[src/inc/gear_defs.svh]
// constants of the electronic gear scaler
// ********************************************************************
// How it works
// each commanded travel in reference units becomes encoder pulses times numerator/denominator.
// the numerator spans 1 to 1,073,741,824, resets to 64 and is taken only at restart.
// the denominator spans 1 to 1,073,741,824, resets to 1 and is taken only at restart.
// with compatibility select 0 the ratio must lie within 0.001 to 64,000 inclusive.
// with compatibility select 1 feedback counts as 20 bits and the ratio must lie in 0.001 to 4,000.
// a ratio outside the permitted range raises the parameter setting alarm.
// at 115,343,500 units/s a 16,777,216-count encoder reaches 413 min^-1 at ratio 1, 6,600 at 16.
// a 4,194,304-count encoder gives 1,650 min^-1 at ratio 1 and 6,600 at 4; 1,048,576 gives 6,600.
// the host computes the rotary ratio as resolution over travel per load turn times m/n.
// if the host gears itself, the drive ratio should be set 1:1.
// for linear motors the ratio is travel per unit times encoder resolution over encoder pitch.
// the division remainder is carried into the next reference so the total never drifts.
// ********************************************************************
`ifndef GEAR_DEFS_SVH
`define GEAR_DEFS_SVH

`define GEAR_SET_MIN        31'h00000001
`define GEAR_SET_MAX        31'h40000000
`define GEAR_NUM_RESET      31'h00000040
`define GEAR_DEN_RESET      31'h00000001
`define GEAR_RATIO_LO_DEN   64'h00000000000003E8
`define GEAR_RATIO_HI_NATIVE 64'h000000000000FA00
`define GEAR_RATIO_HI_20BIT 64'h0000000000000FA0
`define GEAR_MAX_REF_RATE   32'h06E0008C
`define GEAR_SPEED_RPM_MAX  16'h19C8
`define GEAR_DIV_STEPS      7'h40

`endif

[src/inc/gear_pkg.sv]
// types of the electronic gear scaler
package gear_pkg;

  typedef enum logic [2:0] {
    ST_LOAD  = 3'b000,
    ST_CHECK = 3'b001,
    ST_IDLE  = 3'b010,
    ST_DIV   = 3'b011,
    ST_ALARM = 3'b100
  } gear_state_e;

  typedef struct packed {
    logic [30:0] numerator;
    logic [30:0] denominator;
    logic        compat_select;
  } gear_cfg_s;

  typedef struct packed {
    logic               valid;
    logic signed [63:0] count;
  } pulse_s;

endpackage

[src/hw/electronic_gear_scaler.sv]
// electronic gear: reference units to encoder pulses with ratio check
`timescale 1ns/1ps
`include "gear_defs.svh"
module electronic_gear_scaler
  import gear_pkg::*;
(
  input  wire logic               clk_sys,
  input  wire logic               nrst,
  input  wire logic [30:0]        gear_numerator,
  input  wire logic [30:0]        gear_denominator,
  input  wire logic               resolution_compat_select,
  input  wire logic               ref_valid,
  input  wire logic signed [31:0] ref_delta,
  output logic                    ref_ready,
  output logic                    pulse_valid,
  output logic signed [63:0]      pulse_count,
  output logic                    param_error,
  output logic                    feedback_20bit,
  output logic                    config_ok
);

  // ********************************************************************
  // state
  // ********************************************************************
  gear_state_e        state_r;
  gear_state_e        state_nxt;
  gear_cfg_s          cfg_r;
  logic [30:0]        carry_r;
  logic               neg_r;
  logic               ready_r;
  logic               err_r;
  logic               ok_r;
  logic               fb20_r;
  pulse_s             out_r;

  // ********************************************************************
  // settings check
  // ********************************************************************
  function automatic logic in_set_range(input logic [30:0] v);
    in_set_range = (v >= `GEAR_SET_MIN) && (v <= `GEAR_SET_MAX);
  endfunction

  wire [63:0] num_w    = {33'h000000000, cfg_r.numerator};
  wire [63:0] den_w    = {33'h000000000, cfg_r.denominator};
  wire [63:0] hi_limit = cfg_r.compat_select ? `GEAR_RATIO_HI_20BIT
                                             : `GEAR_RATIO_HI_NATIVE;
  // ratio >= 1/1000 and ratio <= limit, cross-multiplied so no fraction is needed
  wire        lo_ok    = (num_w * `GEAR_RATIO_LO_DEN) >= den_w;
  wire        hi_ok    = num_w <= (den_w * hi_limit);
  wire        sets_ok  = in_set_range(cfg_r.numerator) && in_set_range(cfg_r.denominator);
  wire        ratio_ok = sets_ok && lo_ok && hi_ok;

  // ********************************************************************
  // scaling datapath
  // ********************************************************************
  // product width covers the largest delta times the largest numerator, so the
  // top reference rate at any legal ratio cannot wrap
  wire signed [63:0] delta_w = {{32{ref_delta[31]}}, ref_delta};
  wire signed [63:0] prod_w  = delta_w * $signed(num_w);
  wire signed [63:0] acc_w   = prod_w + $signed({33'h000000000, carry_r});
  wire        [63:0] mag_w   = acc_w[63] ? 64'(-acc_w) : 64'(acc_w);
  wire               take    = ref_valid && ready_r;

  logic              div_done;
  logic [63:0]       div_quo;
  logic [31:0]       div_rem;

  gear_divider u_div (
    .clk_sys   (clk_sys),
    .nrst      (nrst),
    .start     (take),
    .dividend  (mag_w),
    .divisor   (cfg_r.denominator),
    .done      (div_done),
    .quotient  (div_quo),
    .remainder (div_rem)
  );

  // floor division keeps the carried remainder in 0..den-1 for both travel directions
  wire        rem_zero = (div_rem == 32'h00000000);
  wire [63:0] q_up     = div_quo + 64'h0000000000000001;
  wire signed [63:0] q_signed = !neg_r   ? $signed(div_quo)
                              : rem_zero ? $signed(64'(-div_quo))
                                         : $signed(64'(-q_up));
  wire [31:0] den32    = {1'b0, cfg_r.denominator};
  wire [31:0] r_neg    = den32 - div_rem;
  wire [30:0] carry_nxt = (!neg_r || rem_zero) ? div_rem[30:0] : r_neg[30:0];

  // ********************************************************************
  // sequencing
  // ********************************************************************
  always_comb begin
    state_nxt = state_r;
    unique case (state_r)
      ST_LOAD:  state_nxt = ST_CHECK;
      ST_CHECK: state_nxt = ratio_ok ? ST_IDLE : ST_ALARM;
      ST_IDLE:  state_nxt = take ? ST_DIV : ST_IDLE;
      ST_DIV:   state_nxt = div_done ? ST_IDLE : ST_DIV;
      ST_ALARM: state_nxt = ST_ALARM;
      default:  state_nxt = ST_LOAD;
    endcase
  end

  always_ff @(posedge clk_sys) begin
    if (!nrst) begin
      state_r <= ST_LOAD;
    end else begin
      state_r <= state_nxt;
    end
  end

  // settings are sampled once after restart and then held; later changes on
  // the inputs are ignored until the next reset
  always_ff @(posedge clk_sys) begin
    if (!nrst) begin
      cfg_r.numerator     <= `GEAR_NUM_RESET;
      cfg_r.denominator   <= `GEAR_DEN_RESET;
      cfg_r.compat_select <= 1'b0;
    end else if (state_r == ST_LOAD) begin
      cfg_r.numerator     <= gear_numerator;
      cfg_r.denominator   <= gear_denominator;
      cfg_r.compat_select <= resolution_compat_select;
    end
  end

  always_ff @(posedge clk_sys) begin
    if (!nrst) begin
      err_r  <= 1'b0;
      ok_r   <= 1'b0;
      fb20_r <= 1'b0;
    end else if (state_r == ST_CHECK) begin
      err_r  <= !ratio_ok;
      ok_r   <= ratio_ok;
      fb20_r <= cfg_r.compat_select;
    end
  end

  always_ff @(posedge clk_sys) begin
    if (!nrst) begin
      ready_r <= 1'b0;
    end else begin
      ready_r <= (state_nxt == ST_IDLE) && !take;
    end
  end

  always_ff @(posedge clk_sys) begin
    if (!nrst) begin
      neg_r   <= 1'b0;
      carry_r <= 31'h00000000;
    end else if (take) begin
      neg_r   <= acc_w[63];
    end else if (state_r == ST_DIV && div_done) begin
      carry_r <= carry_nxt;
    end
  end

  always_ff @(posedge clk_sys) begin
    if (!nrst) begin
      out_r.valid <= 1'b0;
      out_r.count <= 64'sh0000000000000000;
    end else begin
      out_r.valid <= (state_r == ST_DIV) && div_done;
      if ((state_r == ST_DIV) && div_done) begin
        out_r.count <= q_signed;
      end
    end
  end

  // ********************************************************************
  // outputs
  // ********************************************************************
  assign ref_ready      = ready_r;
  assign pulse_valid    = out_r.valid;
  assign pulse_count    = out_r.count;
  assign param_error    = err_r;
  assign feedback_20bit = fb20_r;
  assign config_ok      = ok_r;

endmodule // electronic_gear_scaler

[src/hw/gear_divider.sv]
// restoring unsigned divider, one quotient bit per clock
`timescale 1ns/1ps
`include "gear_defs.svh"
module gear_divider
  import gear_pkg::*;
(
  input  wire logic        clk_sys,
  input  wire logic        nrst,
  input  wire logic        start,
  input  wire logic [63:0] dividend,
  input  wire logic [30:0] divisor,
  output logic             done,
  output logic [63:0]      quotient,
  output logic [31:0]      remainder
);
  logic [6:0]  cnt_r;
  logic [31:0] rem_r;
  logic [63:0] quo_r;
  logic        done_r;
  wire  [31:0] shifted  = {rem_r[30:0], quo_r[63]};
  wire  [32:0] trial    = {1'b0, shifted} - {2'b00, divisor};
  wire         fits     = ~trial[32];

  // a long divide keeps the area small; 64 clocks per reference is ample at 25 MHz
  always_ff @(posedge clk_sys) begin
    if (!nrst) begin
      cnt_r  <= 7'h00;
      rem_r  <= 32'h00000000;
      quo_r  <= 64'h0000000000000000;
      done_r <= 1'b0;
    end else if (start) begin
      cnt_r  <= `GEAR_DIV_STEPS;
      rem_r  <= 32'h00000000;
      quo_r  <= dividend;
      done_r <= 1'b0;
    end else if (cnt_r != 7'h00) begin
      cnt_r  <= cnt_r - 7'h01;
      rem_r  <= fits ? trial[31:0] : shifted;
      quo_r  <= {quo_r[62:0], fits};
      done_r <= (cnt_r == 7'h01);
    end else begin
      done_r <= 1'b0;
    end
  end

  assign done      = done_r;
  assign quotient  = quo_r;
  assign remainder = rem_r;
endmodule // gear_divider

[config.mk]
export PLATFORM = sky130hd
export DESIGN_NAME = electronic_gear_scaler
export DESIGN_NICKNAME = d
export VERILOG_FILES = /design/src/inc/gear_pkg.sv /design/src/hw/electronic_gear_scaler.sv /design/src/hw/gear_divider.sv
export VERILOG_INCLUDE_DIRS = /design/src /design/src/inc
export SDC_FILE = /design/constraint.sdc
export NUM_CORES = 2
export LEC_CHECK = 0
export ABC_AREA = 1
export ABC_CLOCK_PERIOD_IN_PS = 10500
export BUFFER_PORTS_ARGS = -buffer_cell sky130_fd_sc_hd__buf_4
export CAP_MARGIN = 20
export CORE_ASPECT_RATIO = 0.6
export CORE_MARGIN = 2
export CORE_UTILIZATION = 30
export CTS_CLUSTER_DIAMETER = 150
export CTS_CLUSTER_SIZE = 14
export DETAILED_ROUTE_END_ITERATION = 12
export SYNTH_ARGS = -nofsm -noshare
export SYNTH_HDL_FRONTEND = slang
export SYNTH_SLANG_ARGS = --single-unit
[constraint.sdc]
create_clock -name clk_sys -period 10.5 [get_ports clk_sys]
set_clock_uncertainty 0.15 [all_clocks]
set_input_delay 1.575 -clock clk_sys [delete_from_list [all_inputs] [get_ports clk_sys]]
set_output_delay 1.575 -clock clk_sys [all_outputs]
set_load 0.02 [all_outputs]
# == Word-level counts from Yosys, hierarchy flattened ==
# Index checks and enable logic that the tools add are counted.
# totals
regBits,271
in_bits,98
out_inout_bits,69
word_cells,77
# op_classes
add_sub_neg,8
mul,3
order_cmp,6
eq_ne,6
n_mux,14
bitwise,4
reduce_logical,19
# ops
cell,n
64-bit 2-to-1 mux,5
64-bit negator,3
64-bit by 1-bit adder with 64-bit output (second input constant),1
64-bit by 32-bit adder with 64-bit output,1
32-bit by 32-bit multiplier with 64-bit output,1
31-bit by 1-bit >= comparator with 1-bit output (second input constant),2
31-bit <= comparator (second input constant),2
31-bit by 47-bit <= comparator with 1-bit output,1
31-bit by 16-bit multiplier with 47-bit output,1
41-bit by 31-bit >= comparator with 1-bit output,1
31-bit by 7-bit multiplier with 38-bit output (second input constant),1
32-bit by 31-bit subtractor with 33-bit output,1
32-bit logical NOT,1
32-bit 2-to-1 mux,1
31-bit 2-to-1 mux,1
31-bit subtractor,1
16-bit 2-to-1 mux,1
3-bit case mux with 5 select lines,1
7-bit 2-to-1 mux,2
3-bit by 2-bit == test with 1-bit output (second input constant),3
1-bit logical AND,8
7-bit by 1-bit == test with 1-bit output (second input constant),1
7-bit nonzero test,1
7-bit by 1-bit subtractor with 7-bit output (second input constant),1
12 further kinds,18

# == Longest topological paths before layout ==
# depth
word_depth,9
depth_mapped,44
mapped_depth_nobuf,42

# == Modules after synthesis ==
# From an unflattened synthesis, not the netlist that was laid out.
# hier_totals
hier_cells,9702
hier_area_um2,72965.0
# by_module_without_submodules
mod,instances,cells_each,area_each_um2,seq_area_each_um2
electronic_gear_scaler,1,8555,66075.9,3343.2
gear_divider,1,1147,6889.1,2082.0

# == Least setup slack after synthesis ==
# No wires, ideal clock.
# synth_timing
path_kind,input to register
start,in ref_delta[31]
end,reg u_div.quo_r[21] (netlist: u_div.quotient[21])
setup_time_ns,0.132
arrival_ns,8.732
t_required_ns,10.218
path_slack_ns,1.486
stages,28
n_path_buf,2
path_cell_list,clkbuf_1 -> nand2_1 -> fa_1 -> fa_1 -> fa_1 -> fa_1 -> inv_1 -> fa_1 -> inv_1 -> fa_1 -> fa_1 -> fa_1 -> inv_1 -> ha_1 -> a21oi_1 -> o21ai_0 -> a21oi_1 -> o211ai_1 -> a21oi_1 -> inv_1 -> nand2_1 -> nand2_2 -> inv_2 -> buf_2 -> o21ai_0 -> or2_2 -> nand3_1 -> a21oi_1
# synth_between
elab_chain_len,4
# synth_lines
element,line,rtl
"start, declared",electronic_gear_scaler.sv:13,"input wire logic signed [31:0] ref_delta,"
32-bit by 32-bit multiplier with 64-bit output,electronic_gear_scaler.sv:59,wire signed [63:0] prod_w = delta_w * $signed(num_w);
64-bit by 32-bit adder with 64-bit output,electronic_gear_scaler.sv:60,"wire signed [63:0] acc_w = prod_w + $signed({33'h000000000, carry_r});"
64-bit 2-to-1 mux,electronic_gear_scaler.sv:61,wire [63:0] mag_w = acc_w[63] ? 64'(-acc_w) : 64'(acc_w);
64-bit 2-to-1 mux,gear_divider.sv:31,end else if (start) begin
"end signal, assigned",gear_divider.sv:34,quo_r <= dividend;
"end signal, assigned",gear_divider.sv:39,"quo_r <= {quo_r[62:0], fits};"
"end, declared",gear_divider.sv:18,logic [63:0] quo_r;
# Every way passes these cells.
# A chain may end at the register's enable or synchronous reset.

# == Final worst setup path ==
# layout_timing
start,in ref_delta[31]
end,reg u_div.quo_r[52] (netlist: u_div.quotient[52])
# layout_between
elab_chain_len,5
# layout_lines
element,line
32-bit by 32-bit multiplier with 64-bit output (*),electronic_gear_scaler.sv:59
64-bit by 32-bit adder with 64-bit output (*),electronic_gear_scaler.sv:60
64-bit negator,electronic_gear_scaler.sv:61
64-bit 2-to-1 mux (*),electronic_gear_scaler.sv:61
64-bit 2-to-1 mux (*),gear_divider.sv:31
# Mark *: on every way between the ends. The rest lies on a longest branch, timed or not.

==> flow_metrics.tcl <==
set metrics [dict create \
    status "completed" \
    grt_antenna_before_repair 8 \
    cts_tree "done" \
    clk_pin_slew_worst_paths_ps 80 \
    grt_pass1_wl_mm 419 \
    crit_path_frequent_cell "nand2_1" \
    ctsHoldBuffers 0 \
    netlist_area_mm2 0.0753 \
    wl_per_cell_um 20.2 \
    hp-class "reg -> reg" \
    cts_resized 0 \
    gr-usage-met2_pct 26.9 \
    synth_edf_count 0 \
    fin_crit_sh_pct 93.1 \
    critPathKind "in -> reg" \
    grt_pass1_vias 63700 \
    max-cap-violations 0 \
    place.gp.congestion 1.01 \
    crit_path_start "ref_delta[31]" \
    grtUsageMet3_pct 6.29 \
    syn-instance-count 10400 \
    viasPerCell 4.78 \
    grt.busiest_layer "met1" \
    seq_area_frac_synth_pct 7.20 \
    cts-root-buf "clkbuf_16" \
    cp_slowest_stage_delay_ps 750 \
    finalNetCount 12500 \
    initialDrtViolationCount 7451 \
    grt_use_met1_pct 36.3 \
    ys_ff_latch 271 \
    timing.critical_path.slowest_stage_cell "fa_1" \
    arrival_ps 10080 \
    ys_types 55 \
    io_buffers 166 \
    finish.utilization_pct 32.6 \
    rsz0062_at_grt "no" \
    cts.sinks 271 \
    start_kind "input pin" \
    setup_viol 0 \
    worstSetupEndpointType "register" \
    syn-num-nets 12500 \
    drv_slew 0 \
    worst_pin_slew_ps 1120 \
    area_growth_pct 7.91 \
    die_area_mm2 0.255 \
    cp_max_fo 22 \
    hpwl_mm 239 \
    crit_family "adder cells" \
    r2r_setup_slack_ps 1030 \
    ant_nets 0 \
    overflow 0 \
    start_util_pct 30.2 \
    avgSynthCellArea_um2 7.24 \
    reg2reg_depth 32 \
    maxSlewHeadroom_pct 25.5 \
    core.rowCount 142 \
    path_buf_inv 3 \
    cp.depth 33 \
    worstPathRequired_ps 10810 \
    drc 0 \
    grt_max_degree 89 \
    clock_path_buffers 3 \
    whs_ps 313 \
    dr.pass1.iters 8 \
    rr_startpoint "cfg_r[37]" \
    vias 65600 \
    timing.rr.end "u_div.quotient[52]" \
    async_reset_ff_share_pct 0 \
    core-area_mm2 0.250 \
    fill_cells 27000 \
    die_w_um 651 \
    grt_usage_pct 21.8 \
    max_freq_ghz 0.102 \
    worstSkewPairLatency_ps 640 \
    totalNegativeSetupSlack_ps 0 \
    endpoint "u_div.quotient[52]" \
    routed_wl_mm 277 \
    ys_warn_count 0 \
    ys.flop_type "dfxtp_1" \
    final_hold_viol_count 0 \
    die_height_um 392 \
    drive_above_1_share_pct 4.57 \
    cts_setup_buffers 0 \
    period_minus_slack_ps 9770 \
    io-pin-count 167 \
    cts_buffers 23 \
    htreeDepth 1 \
    hold-path-cell-count 1 \
]
[logic make-up after synthesis]
kind of cell,synth area share (%)
DFF,7.20
adders and majority gates,46.7
buffers and inverters,15.9
and+or+nand+nor,20.1
muxes,0.0133
xor gates and xnor gates,2.09
AOI/OAI and AO/OA,8.00
[cells in the mapped netlist (40+ instances only)]
master,count,area [µm²]
o21ai_0,362,1810
buf_1,60,225
nor2_1,618,2320
inv_1,2833,10600
nand2_1,2499,9380
nand3_1,239,1200
clkbuf_1,267,1000
o22ai_1,61,382
nand4_1,116,726
xnor2_1,63,552
a31oi_1,40,250
ha_1,586,7330
dfxtp_1,271,5430
a21oi_1,457,2290
fa_1,1389,27800
nor3_1,70,350
xor2_1,99,867
[stage by stage]
step / std cells / instance area [µm²] / worst slack [ps]
floorplan: 10400 / 75300 / 1490
global placement: 13700 / 80600 / 179
detailed placement: 13700 / 80600 / 201
CTS: 13700 / 81200 / 844
global route: 13700 / 81300 / 166
finish: 13700 / 81300 / 729
[layout by cell type (no fill, tap or decap), types with 12 or more instances in the layout]
cell	n
o221ai_1	36
a21o_1	12
xnor2_1	63
o21ai_0	362
o211ai_1	38
nand3b_1	29
nor3_1	70
fa_1	1389
dfxtp_1	248
inv_1	2830
or2_2	24
nor4_1	34
o21bai_1	33
o22ai_1	61
ha_1	586
nand3_1	239
xor2_1	99
and2_1	13
nand2_1	2497
nand4_1	116
dfxtp_2	23
nor2_1	617
nand2_2	21
a31oi_1	40
buf_4	310
a21oi_1	457
clkbuf_16	23
nor2_2	25
[registers in the layout, summed over array words and instances, names as in the netlist]
register,count
pulse_count,64
u_div.quotient,64
cfg_r,63
u_div.remainder,32
carry_r,31
u_div.cnt_r,7
state_r,3
config_ok,1
feedback_20bit,1
neg_r,1
param_error,1
pulse_valid,1
ref_ready,1
u_div.done,1
[worst min path at each step]
stage | start | to
after floorplan | u_div.cnt_r[3] | u_div.done
after global placement | u_div.cnt_r[3] | u_div.done
after detailed placement | u_div.cnt_r[3] | u_div.done
after CTS | u_div.cnt_r[3] | u_div.done
after global routing | carry_r[7] | carry_r[7]
final | u_div.cnt_r[3] | u_div.done
[cell type report]
cell class | count | area, µm² | area share, %
inverters | 2844 | 10700 | 13.1
well taps | 3312 | 4140 | 5.10
repair buffers | 316 | 2450 | 3.01
multi-input cells | 6946 | 57900 | 71.3
clock buffers | 26 | 587 | 0.722
diodes | 5 | 12.5 | 0.0154
clock inverters | 2 | 28.8 | 0.0354
flip-flops and latches | 271 | 5450 | 6.71
[per-layer routing]
layer	vias to the layer above	share of wire [%]
li1	30800	-
met1	31700	52
met2	3028	35
met3	143	13
met4	2	1.2
met5	-	0.0047
Power is not shown: default switching activity piles up to over one toggle a cycle in this logic, so the estimate is an artifact.
